### src/verilog/spfc_defs.vh
`ifndef SPFC_DEFS_VH
`define SPFC_DEFS_VH

// Register address of program_store_control
`define SPFC_CSR_ADDR 6'h37
// Field positions
`define SPFC_BIT_STORE_EN 0
`define SPFC_BIT_PAGE_ERASE 1
`define SPFC_BIT_PAGE_PROG 2
`define SPFC_BIT_LOCK_READ 3
`define SPFC_BIT_SECT_RE 4
`define SPFC_BIT_SIG_READ 5
`define SPFC_BIT_SECT_BUSY 6
`define SPFC_BIT_IRQ_EN 7
// Reset value
`define SPFC_CSR_RESET 8'h00
// Valid command codes in the low five bits
`define SPFC_CMD_SIG 5'h11
`define SPFC_CMD_SECT 5'h11
`define SPFC_CMD_LOCK 5'h09
`define SPFC_CMD_PROG 5'h05
`define SPFC_CMD_ERASE 5'h03
`define SPFC_CMD_LOAD 5'h01
`define SPFC_CMD_SECTRE 5'h11
// Arming windows in cycles
`define SPFC_STORE_WIN 3'd4
`define SPFC_LOAD_WIN 3'd3
// Flash write time in ns and oscillator
`define SPFC_T_WRITE_MIN_NS 3700000
`define SPFC_T_WRITE_MAX_NS 4500000
`define SPFC_REF_PERIOD_NS 40
// Page buffer geometry
`define SPFC_WORD_BITS 5
`define SPFC_WORDS 32
`define SPFC_PAGE_BITS 8

`endif

### src/verilog/spfc_ctrl.v
`timescale 1ns/100ps
`include "spfc_defs.vh"
// Summary of operation
// RQ1: Request ready interrupt while enable, global enable set and store-enable clear.
// RQ2: No ready interrupt during EEPROM write or flash store operation.
// RQ3: Section-busy bit reads zero always.
// RQ4: Signature command plus load within three cycles returns signature byte.
// RQ5: Store within four cycles after signature command does nothing.
// RQ6: Section-read-enable command clears the temporary page buffer.
// RQ7: Lock-read command plus load returns lock or fuse by pointer bit 0.
// RQ8: Page-program command plus store programs page from buffer, page from pointer.
// RQ9: Page-program bit clears on completion or four-cycle timeout.
// RQ10: Page-erase command plus store erases page from pointer upper bits.
// RQ11: Page-erase bit clears on completion or four-cycle timeout.
// RQ12: Core halted for the whole erase or program.
// RQ13: Store-enable opens four-cycle window; clears on completion or expiry.
// RQ14: Plain store-enable stores data pair into buffer word at pointer.
// RQ15: Store-enable stays high until erase or program finishes.
// RQ16: Only listed low five-bit codes act; others ignored.
// RQ17: Flash writes timed 3.7 ms to 4.5 ms from the oscillator.
// RQ18: A write in progress completes despite reset.
// RQ19: Software polls store-enable and EEPROM busy before new command.
// RQ20: Software checks section-busy and re-enables section after programming.
// RQ21: EEPROM write blocks self-programming commands and fuse/lock reads.
// RQ22: Buffer erased after page program and after reset.
// RQ23: EEPROM write during buffer loading loses loaded data.
// RQ24: Programmed fuse/lock bits read zero, unprogrammed read one.
// RQ25: Arming window is a down-counter, cleared when instruction accepted.
// RQ26: Control writes ignored while erase or program runs.
module spfc_ctrl #(
    parameter [17:0] OP_CYCLES = 18'd92500
) (
    input wire ref_clk,
    input wire resetn,
    input wire por_n,
    input wire [5:0] io_addr,
    input wire io_wr,
    input wire io_rd,
    input wire [7:0] io_wdata,
    input wire global_irq_en,
    input wire eeprom_write_busy,
    input wire store_instr,
    input wire load_instr,
    input wire [15:0] ptr,
    input wire [15:0] data_pair,
    input wire [7:0] lock_bits,
    input wire [7:0] fuse_low,
    input wire [7:0] sig_byte,
    output reg [7:0] io_rdata,
    output reg ready_irq,
    output reg core_halt,
    output reg load_valid,
    output reg [7:0] load_data,
    output reg flash_erase,
    output reg flash_program,
    output reg [7:0] flash_page,
    output reg [511:0] page_buffer_out
);
    localparam CYC_MIN = (`SPFC_T_WRITE_MIN_NS + `SPFC_REF_PERIOD_NS - 1) / `SPFC_REF_PERIOD_NS;

    ////////////////////////////////////////////////////////////////////////
    // Reset release and input synchronisers
    reg [1:0] rst_sync_ff;
    reg [1:0] ee_sync_ff;
    wire rst_n;
    wire ee_busy;

    always @(posedge ref_clk or negedge resetn) begin
        if (!resetn) begin
            rst_sync_ff <= 2'b00;
        end else begin
            rst_sync_ff <= {rst_sync_ff[0], 1'b1};
        end
    end
    assign rst_n = rst_sync_ff[1];

    always @(posedge ref_clk or negedge rst_n) begin
        if (!rst_n) begin
            ee_sync_ff <= 2'b00;
        end else begin
            ee_sync_ff <= {ee_sync_ff[0], eeprom_write_busy};
        end
    end
    assign ee_busy = ee_sync_ff[1];

    ////////////////////////////////////////////////////////////////////////
    // Control register state
    reg irq_en_ff;
    reg [4:0] cmd_ff;
    reg sig_sel_ff;
    reg op_erase_ff;
    reg op_prog_ff;
    reg [7:0] flash_page_ff;
    wire op_busy;
    wire op_done;
    wire csr_hit;
    wire csr_wr;
    wire [4:0] wcmd;
    wire cmd_valid;
    wire win_active;
    wire win_expire;
    wire st_take;
    wire ld_take;
    wire [2:0] win_len;
    wire op_start;
    wire ld_age_ok;

    // Decode of a legal command code
    function is_valid_cmd;
        input [4:0] c;
        begin
            is_valid_cmd = (c == `SPFC_CMD_SIG) || (c == `SPFC_CMD_LOCK) || (c == `SPFC_CMD_PROG) ||
                (c == `SPFC_CMD_ERASE) || (c == `SPFC_CMD_LOAD);
        end
    endfunction

    assign csr_hit = (io_addr == `SPFC_CSR_ADDR);
    // Writes ignored while a flash write runs or an erase or program bit is still set
    assign csr_wr = csr_hit && io_wr && !op_busy && !op_erase_ff && !op_prog_ff; // RQ26
    assign wcmd = io_wdata[4:0];
    assign cmd_valid = is_valid_cmd(wcmd) && !ee_busy; // RQ16 RQ21
    // Every command arms the store window; the shorter load window is tracked apart
    assign win_len = (wcmd[3] || wcmd[4]) ? `SPFC_STORE_WIN : `SPFC_STORE_WIN; // RQ13
    assign st_take = store_instr && win_active && cmd_ff[0] && !ee_busy;
    // Lock, fuse and signature reads are refused during an EEPROM write
    assign ld_take = load_instr && win_active && (cmd_ff[3] || sig_sel_ff) && ld_age_ok && !ee_busy; // RQ21

    // Load window tracked separately: three cycles
    reg [2:0] age_ff;
    always @(posedge ref_clk or negedge rst_n) begin
        if (!rst_n) begin
            age_ff <= 3'h0;
        end else if (csr_wr && cmd_valid) begin
            age_ff <= `SPFC_LOAD_WIN;
        end else if (age_ff != 3'h0) begin
            age_ff <= age_ff - 3'h1;
        end
    end
    assign ld_age_ok = (age_ff != 3'h0); // RQ4 RQ7

    spfc_arm_timer u_arm (
        .ref_clk(ref_clk),
        .rst_n(rst_n),
        .load(csr_wr && cmd_valid),
        .load_val(win_len),
        .consume(st_take || ld_take),
        .active(win_active),
        .expire(win_expire)
    ); // RQ25

    // Erase or program start on accepted store
    assign op_start = st_take && (cmd_ff == `SPFC_CMD_ERASE || cmd_ff == `SPFC_CMD_PROG); // RQ8 RQ10

    spfc_op_timer #(
        .OP_CYCLES(OP_CYCLES)
    ) u_op (
        .ref_clk(ref_clk),
        .por_n(por_n),
        .start(op_start),
        .busy(op_busy),
        .done(op_done)
    ); // RQ17 RQ18

    // Command bits: arm, auto-clear on completion or timeout
    always @(posedge ref_clk or negedge rst_n) begin
        if (!rst_n) begin
            irq_en_ff <= 1'b0;
            cmd_ff <= 5'h00;
            sig_sel_ff <= 1'b0;
        end else begin
            if (csr_wr) begin
                irq_en_ff <= io_wdata[`SPFC_BIT_IRQ_EN];
            end
            if (csr_wr && cmd_valid) begin
                cmd_ff <= wcmd; // RQ16
                // Signature select only rides on a plain store-enable code
                sig_sel_ff <= io_wdata[`SPFC_BIT_SIG_READ] && (wcmd == `SPFC_CMD_LOAD); // RQ4
            end else if (op_done) begin
                cmd_ff <= 5'h00; // RQ15
                sig_sel_ff <= 1'b0;
            end else if ((st_take || ld_take || win_expire) && !op_start) begin
                // A started erase or program keeps its bits up until done
                cmd_ff <= 5'h00; // RQ9 RQ11 RQ13
                sig_sel_ff <= 1'b0;
            end
        end
    end

    // Running operation survives a core reset so that the write completes
    always @(posedge ref_clk or negedge por_n) begin
        if (!por_n) begin
            op_erase_ff <= 1'b0;
            op_prog_ff <= 1'b0;
        end else if (op_start) begin
            op_erase_ff <= (cmd_ff == `SPFC_CMD_ERASE);
            op_prog_ff <= (cmd_ff == `SPFC_CMD_PROG);
        end else if (op_done) begin
            op_erase_ff <= 1'b0;
            op_prog_ff <= 1'b0;
        end
    end // RQ18

    ////////////////////////////////////////////////////////////////////////
    // Temporary page buffer, word indexed by pointer bits 5:1
    reg [15:0] buf_ff [0:`SPFC_WORDS-1];
    wire buf_clear;
    wire buf_store;
    wire [`SPFC_WORD_BITS-1:0] widx;
    genvar gi;

    assign widx = ptr[`SPFC_WORD_BITS:1]; // RQ14
    // A store after the signature command leaves the buffer alone
    assign buf_store = st_take && (cmd_ff == `SPFC_CMD_LOAD) && !sig_sel_ff; // RQ5 RQ14
    assign buf_clear = (csr_wr && cmd_valid && wcmd == `SPFC_CMD_SECTRE && io_wdata[`SPFC_BIT_SECT_RE]) // RQ6
        || (op_done && op_prog_ff) // RQ22
        || ee_busy; // RQ23

    generate
        for (gi = 0; gi < `SPFC_WORDS; gi = gi + 1) begin : g_buf
            always @(posedge ref_clk or negedge rst_n) begin
                if (!rst_n) begin
                    buf_ff[gi] <= 16'hffff; // RQ22
                end else if (buf_clear) begin
                    buf_ff[gi] <= 16'hffff;
                end else if (buf_store && widx == gi) begin
                    buf_ff[gi] <= data_pair; // RQ14
                end
            end
        end
    endgenerate

    ////////////////////////////////////////////////////////////////////////
    // Outputs to flash, core and register read
    integer k;
    always @(posedge ref_clk or negedge rst_n) begin
        if (!rst_n) begin
            page_buffer_out <= 512'h0;
        end else begin
            for (k = 0; k < `SPFC_WORDS; k = k + 1) begin
                page_buffer_out[k*16 +: 16] <= buf_ff[k];
            end
        end
    end

    // Halt and flash strobes line up with the timer and outlive a core reset
    always @(posedge ref_clk or negedge por_n) begin
        if (!por_n) begin
            flash_page_ff <= 8'h00;
            core_halt <= 1'b0;
            flash_erase <= 1'b0;
            flash_program <= 1'b0;
            flash_page <= 8'h00;
        end else begin
            if (op_start) begin
                flash_page_ff <= ptr[`SPFC_PAGE_BITS+5:6]; // RQ8 RQ10
            end
            core_halt <= op_start || (op_busy && !op_done); // RQ12
            if (op_start) begin
                flash_erase <= (cmd_ff == `SPFC_CMD_ERASE); // RQ10
                flash_program <= (cmd_ff == `SPFC_CMD_PROG); // RQ8
            end else begin
                flash_erase <= op_erase_ff && op_busy && !op_done; // RQ10
                flash_program <= op_prog_ff && op_busy && !op_done; // RQ8
            end
            flash_page <= flash_page_ff;
        end
    end // RQ18

    always @(posedge ref_clk or negedge rst_n) begin
        if (!rst_n) begin
            io_rdata <= `SPFC_CSR_RESET;
            ready_irq <= 1'b0;
            load_valid <= 1'b0;
            load_data <= 8'h00;
        end else begin
            io_rdata <= (csr_hit && io_rd) ? {irq_en_ff, 1'b0, sig_sel_ff, cmd_ff[4:1],
                cmd_ff[0] | op_erase_ff | op_prog_ff} : 8'h00; // RQ3 RQ15
            ready_irq <= irq_en_ff && global_irq_en && !cmd_ff[0] && !op_busy && !ee_busy; // RQ1 RQ2
            load_valid <= ld_take;
            if (ld_take) begin
                // Fuse/lock read as stored: programmed bit is zero
                load_data <= sig_sel_ff ? sig_byte : (ptr[0] ? lock_bits : fuse_low); // RQ4 RQ7 RQ24
            end
        end
    end
endmodule // spfc_ctrl

### src/verilog/spfc_arm_timer.v
`timescale 1ns/100ps
// Down-counter for the short arming window after a control write
module spfc_arm_timer (
    input wire ref_clk,
    input wire rst_n,
    input wire load,
    input wire [2:0] load_val,
    input wire consume,
    output wire active,
    output wire expire
);
    reg [2:0] cnt_ff;
    reg [2:0] nxt_cnt;

    // Reload on write, clear on accept, else count down
    always @* begin
        nxt_cnt = cnt_ff;
        if (load) begin
            nxt_cnt = load_val;
        end else if (consume) begin
            nxt_cnt = 3'h0;
        end else if (cnt_ff != 3'h0) begin
            nxt_cnt = cnt_ff - 3'h1;
        end
    end

    always @(posedge ref_clk or negedge rst_n) begin
        if (!rst_n) begin
            cnt_ff <= 3'h0;
        end else begin
            cnt_ff <= nxt_cnt;
        end
    end

    assign active = (cnt_ff != 3'h0);
    assign expire = (cnt_ff == 3'h1) && !load && !consume;
endmodule // spfc_arm_timer

### src/verilog/spfc_op_timer.v
`timescale 1ns/100ps
// Times one flash write from the oscillator tick; not stopped by reset of the core
module spfc_op_timer #(
    parameter [17:0] OP_CYCLES = 18'd92500
) (
    input wire ref_clk,
    input wire por_n,
    input wire start,
    output wire busy,
    output wire done
);
    reg [17:0] cnt_ff;

    // Load on start, count down to zero
    always @(posedge ref_clk or negedge por_n) begin
        if (!por_n) begin
            cnt_ff <= 18'h0;
        end else if (start) begin
            cnt_ff <= OP_CYCLES;
        end else if (cnt_ff != 18'h0) begin
            cnt_ff <= cnt_ff - 18'h1;
        end
    end

    assign busy = (cnt_ff != 18'h0);
    assign done = (cnt_ff == 18'h1);
endmodule // spfc_op_timer

### config.mk
export PLATFORM = sky130hd
export DESIGN_NAME = spfc_ctrl
export DESIGN_NICKNAME = d
export VERILOG_FILES = /design/src/verilog/spfc_ctrl.v /design/src/verilog/spfc_arm_timer.v /design/src/verilog/spfc_op_timer.v
export VERILOG_INCLUDE_DIRS = /design/src /design/src/verilog
export SDC_FILE = /design/constraint.sdc
export NUM_CORES = 1
export LEC_CHECK = 0
export ABC_AREA = 1
export BUFFER_PORTS_ARGS = -buffer_cell sky130_fd_sc_hd__buf_4
export CORE_MARGIN = 8
export CORE_UTILIZATION = 50
export CTS_CLUSTER_DIAMETER = 120
export DETAILED_ROUTE_END_ITERATION = 7
export PLACE_DENSITY_LB_ADDON = 0.12
export SLEW_MARGIN = 10
export SYNTH_ARGS = -nofsm -noshare
export SYNTH_HDL_FRONTEND = slang
export SYNTH_SLANG_ARGS = --single-unit
### constraint.sdc
create_clock -name ref_clk -period 37.9 [get_ports ref_clk]
set_input_delay 3.79 -clock ref_clk [delete_from_list [all_inputs] [get_ports ref_clk]]
set_output_delay 3.79 -clock ref_clk [all_outputs]
set_load 0.1 [all_outputs]
Yosys cells after proc, flatten, opt, wreduce, memory -nomap -nowiden

Cells that the tools add are included.
W data, S select, Z words.

Bits in latches: 0
Memories kept: 0
Memory bits (writable): 0
Register bits after elaboration: 1098
Input bits: 79
Word-level logic and storage cells: 311
ROM bits: 0
Output and inout bits: 541

Reduce and logical (&&, ||, !) cells: 127
Multipliers: 0
Add/sub/neg operators: 3
Mux-type cells: 85
$lt $le $gt $ge: 0
Equality and inequality tests: 42
Bitwise logic cells: 2
Divide/modulo/power cells: 0
Shift-type cells: 0

Operators by type and width:

| cell                    | number |
|---|---|
| $mux W16                | 64 |
| $eq A5 B5 Y1 const B    | 17 |
| $reduce_bool A2 Y1      | 35 |
| $logic_and A1 B1 Y1     | 65 |
| $eq A5 B4 Y1 const B    | 9 |
| $mux W18                | 2 |
| $eq A5 B3 Y1 const B    | 6 |
| $mux W8                 | 3 |
| $eq A5 B2 Y1 const B    | 4 |
| $eq A18 B1 Y1 const B   | 1 |
| $reduce_bool A18 Y1     | 1 |
| $sub A18 B1 Y18 const B | 1 |
| $eq A5 B1 Y1 const B    | 3 |
| $mux W3                 | 5 |
| $mux W5                 | 3 |
| $reduce_bool A3 Y1      | 4 |
| $logic_or A1 B1 Y1      | 11 |
| $logic_not A1 Y1        | 10 |
| $mux W1                 | 8 |
| $eq A6 B6 Y1 const B    | 1 |
| $sub A3 B1 Y3 const B   | 2 |
| $logic_not A5 Y1        | 1 |
| $eq A3 B1 Y1 const B    | 1 |
| $or A1 B1 Y1            | 2 |

Depth between registers and ports, before layout

Depth in word-level cells: 15
Mapped depth: 13
Mapped depth without buffers: 11

Modules after synthesis

A second synthesis with hierarchy kept.

Cells, all modules: 3355
Area total of the unflattened synthesis: 38988.6 µm²

By module, submodules not included:

| module         | times used | sequential area each (µm²) | area an instance (µm²) | cells an instance |
|---|---|---|---|---|
| spfc_ctrl      | 1          | 27566.4                    | 37646.1                | 3165 |
| spfc_op_timer  | 1          | 450.4                      | 1113.6                 | 156 |
| spfc_arm_timer | 1          | 75.1                       | 229.0                  | 34 |

Worst setup path before layout

Ideal clock, no wire load.

Path kind: input port to flip-flop
Start point: in ptr[5]
End point: reg buf_ff[446] (netlist bit)
Setup time: 61 ps
Stages on the path: 8
Data arrival time: 5246 ps
Setup slack: 32593 ps
Buffers on the path: 3
Data required time: 37839 ps
Cells stage by stage: buf_2 > inv_2 > buf_1 > nand4_1 > nand3_2 > buf_4 > nand2_1 > nand2_1

Longest elaborated chain between the ends: 3

RTL lines:

| element                             | line            | text |
|---|---|---|
| start, declared                     | spfc_ctrl.v:44  | `input wire [15:0] ptr,` |
| $eq A5 B3 Y1                        | spfc_ctrl.v:225 | `end else if (buf_store && widx == gi) begin` |
| $logic_and A1 B1 Y1                 | spfc_ctrl.v:225 |  |
| $reduce_bool A2 Y1 (no source line) | --              |  |
| end signal, assigned by index       | spfc_ctrl.v:226 | `buf_ff[gi] <= data_pair;` |
| end, declared                       | spfc_ctrl.v:205 | `` reg [15:0] buf_ff [0:`SPFC_WORDS-1]; `` |

No other way between the ends.
A chain may end at the register's enable or synchronous reset.

Final worst setup path

Start point: in io_wdata[4]
End point: reg buf_ff[274] (netlist bit)

Longest elaborated chain between the ends: 12
Elaborated cells between the ends (all ways): 17
Those cells by class: 5 x eq/ne; 1 x mux; 11 x reduce/logical

RTL lines:

| element                                                              | line            | text |
|---|---|---|
| start, declared                                                      | spfc_ctrl.v:39  | `input wire [7:0] io_wdata,` |
| $eq A5 B5 Y1 (no source line) / $eq A5 B4 Y1 (equally long branches) | --              |  |
| $logic_or A1 B1 Y1 (4 in a row)                                      | spfc_ctrl.v:112 | `` is_valid_cmd = (c == `SPFC_CMD_SIG) \|\| (c == `SPFC_CMD_LOCK) \|\| (c == `SPFC_CMD_PROG) \|\| `` |
| $logic_and A1 B1 Y1                                                  | spfc_ctrl.v:121 | `assign cmd_valid = is_valid_cmd(wcmd) && !ee_busy;` |
| $logic_and A1 B1 Y1                                                  | spfc_ctrl.v:214 | `` assign buf_clear = (csr_wr && cmd_valid && wcmd == `SPFC_CMD_SECTRE && io_wdata[`SPFC_BIT_SECT_RE]) `` |
| $logic_and A1 B1 Y1 (no source line)                                 | --              |  |
| $logic_and A1 B1 Y1 (*)                                              | spfc_ctrl.v:214 |  |
| $logic_or A1 B1 Y1 (*) (2 in a row)                                  | spfc_ctrl.v:214 |  |
| $mux W16 / $reduce_bool A2 Y1 (equally long branches)                | --              |  |

Every way passes the cells marked *; elsewhere a longest branch is shown, timed or not.

==> impl_metrics.toml <==
[yosys]
synth_area_um2 = 39170
synth.distinct_cells = 35
synth_cells = 3313
seq_area_frac_synth = 0.7172
synth_fp_nets = 3400
ys_ff_latch = 1097
syn_area_per_cell_um2 = 11.82
yosys_warnings = 0

[clocking]
htree_levels = 3
ctsRootBufferMaster = "clkbuf_16"
insertion_delay_ps = 670
cts_hold_buf = 0
cts.sinks = 1097
clock_path_buffers = 3
cts_resized = 0
path_clk_slew_ps = 60
post_cts_buffers = 0
cts_buffers = 109
cts_tree = "built"

[routing]
remaining_drc_errors = 0
wirelength_um = 118600
first_pass_iters = 7
via_per_inst = 5.481
avgRoutedWirePerCell_um = 23.86
vias = 27233
ant_nets = 0
drtIter0Drc = 2436

[sta]
period_needed_ps = 6703
timing.final.hold_violations = 0
setup_viol = 0
slew_headroom = 0.2841
skew_ps = 16.51
final.setup.tns_ps = 0
hold_slack_ps = 347.2
worst_slack_ps = 31200
period_share = 0.1769
slew_viol_final = 0
fmax_mhz = 149.2
worstMarginPinSlew_ps = 1071
rsz0062_at_grt = "no"

[grt]
antenna_found_initial = 2
first_global_vias = 27033
grt_max_degree = 173
grtUsageTotal = 0.2651
globalRoute.totalOverflow = 0
grt_pass1_wl_um = 175700

[pwr]
power_density_nw_per_um2 = 64.57
power_mw = 3.077
leakagePower_nw = 23.19
peakVddDrop_mv = 0.04460

[worst_setup_path]
cp_common_cell = "nand3_1"
path_class = "primary input to flop"
cp_cell_sequence = "buf_4 -> inv_1 -> nand3_1 -> nand3_1 -> a21oi_1 -> nand3_4 -> buf_4 -> buf_12 -> nand3_1 -> nand2_1 -> nand2_1"
required_ps = 38480
worst-path-buf-inv = 4
startpoint_type = "primary input"
critPathMaxStageDelay_ps = 790
critPathCaptureType = "flop"
cp_slowest_cell = "nand3_1"
crit_family = "simple AND/OR/NAND/NOR gates"
cp_max_fo = 167
cp.arrival_ps = 7280

[die]
coreArea_um2 = 77470
die_area_um2 = 87550
io_pins = 620
die_w_um = 295.9
dieHeight_um = 295.9
start_util = 0.5057
std_cell_rows = 102

[worst_hold_path]
hold_class = "flop to flop"

[cells_and_area]
final_nets = 3919
fin_area_um2 = 47650
synthToLayoutAreaGrowth_pct = 21.64
layout_common_cells = "nand2_1 (1117), buf_4 (655), dfrtp_1 (584)"
layout_commonest_cell = "nand2_1"
drive_gt1_frac = 0.3634
fill_cells = 6104
fin_util = 0.6151
finalNonFillerCells = 4969

[placed_design]
dp_slack_ps = 30570
dp.cells = 4761
gp_congestion = 0.8241
placed_cell_area_um2 = 43910
io_buffers = 615
dp_hpwl_um = 70560

[run]
drv_cap = 0

[outcome]
outcome = "completed"
## final timing paths
| kind | slack (ps) | cells after the start | to | startpoint |
|---|---|---|---|---|
| max in group asynchronous | 34290 | 3 | page_buffer_out[29] | rst_sync_ff[1] |
| hold reg to reg | 350 | 0 | ee_sync_ff[1] | ee_sync_ff[0] |
| setup / recovery | 31200 | 11 | buf_ff[274] | io_wdata[4] |
| min in group asynchronous | 520 | 0 | page_buffer_out[349] | rst_sync_ff[1] |
| setup reg to reg | 33020 | 13 | buf_ff[216] | u_op.cnt_ff[1] |
| hold / removal | 350 | 0 | ee_sync_ff[1] | ee_sync_ff[0] |
## power by group
group	total [mW]	internal (mW)	switching, mW
sequential	1.36	1.31	0.0543
clock	1.10	0.647	0.453
combinational	0.613	0.103	0.510
## cells in the mapped netlist, drive strengths merged
cell,number,share of area
a211oi,1,0.00019
a21oi,18,0.0023
a31oi,1,0.00016
buf,208,0.037
clkbuf,44,0.0042
clkinv,1,0.000096
conb,2,0.00019
dfrtp,585,0.37
dfstp,512,0.34
ha,8,0.0026
inv,70,0.0067
mux2i,8,0.0020
nand2,1118,0.11
nand3,71,0.014
nand3b,2,0.00038
nand4,552,0.092
nor2,67,0.0071
nor3,2,0.00026
nor4,2,0.00032
o2111ai,1,0.00022
o211ai,2,0.00038
o21ai,31,0.0040
o22ai,2,0.00032
or2,1,0.00016
xnor2,1,0.00022
xor2,3,0.00067
## per-layer routing
layer	GRT usage	vias up	part of all wire
met4	0.09552	0	0.034
met1	0.3483	13886	0.39
met2	0.4236	1017	0.48
li1	-	12140	-
met3	0.07311	190	0.088
met5	0	-	0
## logic make-up after synthesis
kind of cell / share of synthesized area
compound gates: 0.007538
xor+xnor: 0.0008945
fa+ha+maj: 0.002555
buf+inv: 0.04794
flops: 0.7172
mux: 0.002044
other cells: 0.0001917
simple gates: 0.2217
## layout make-up
type | instances | area [µm²] | area share
well taps | 1040 | 1301 | 0.02731
inverters | 71 | 274.0 | 0.005751
multi-input cells | 1893 | 9221 | 0.1935
clock buffers | 172 | 3337 | 0.07003
clock inverters | 34 | 397.9 | 0.008350
repair buffers | 660 | 5017 | 0.1053
diodes | 2 | 5.005 | 0.0001050
flip-flops and latches | 1097 | 28100 | 0.5896
## sequential cells by signal, indices dropped and copies added, names as in the netlist, 5 cells and up
register         cells
page_buffer_out    512
flash_page_ff        8
cmd_ff               5
buf_ff             512
load_data            8
io_rdata             7
u_op.cnt_ff         18
flash_page           8
## worst reg2reg max path: stages (launching register included)
cell and delay (ps):
dfrtp_1 330, inv_1 90, ha_1 190, nand2_1 70
nor2_1 70, nand3_1 100, nand2_1 140, inv_8 550
buf_12 630, buf_4 820, buf_4 780, nand3_1 700
nand2_1 260, nand2_1 90
(Power assumes the default switching activity.)
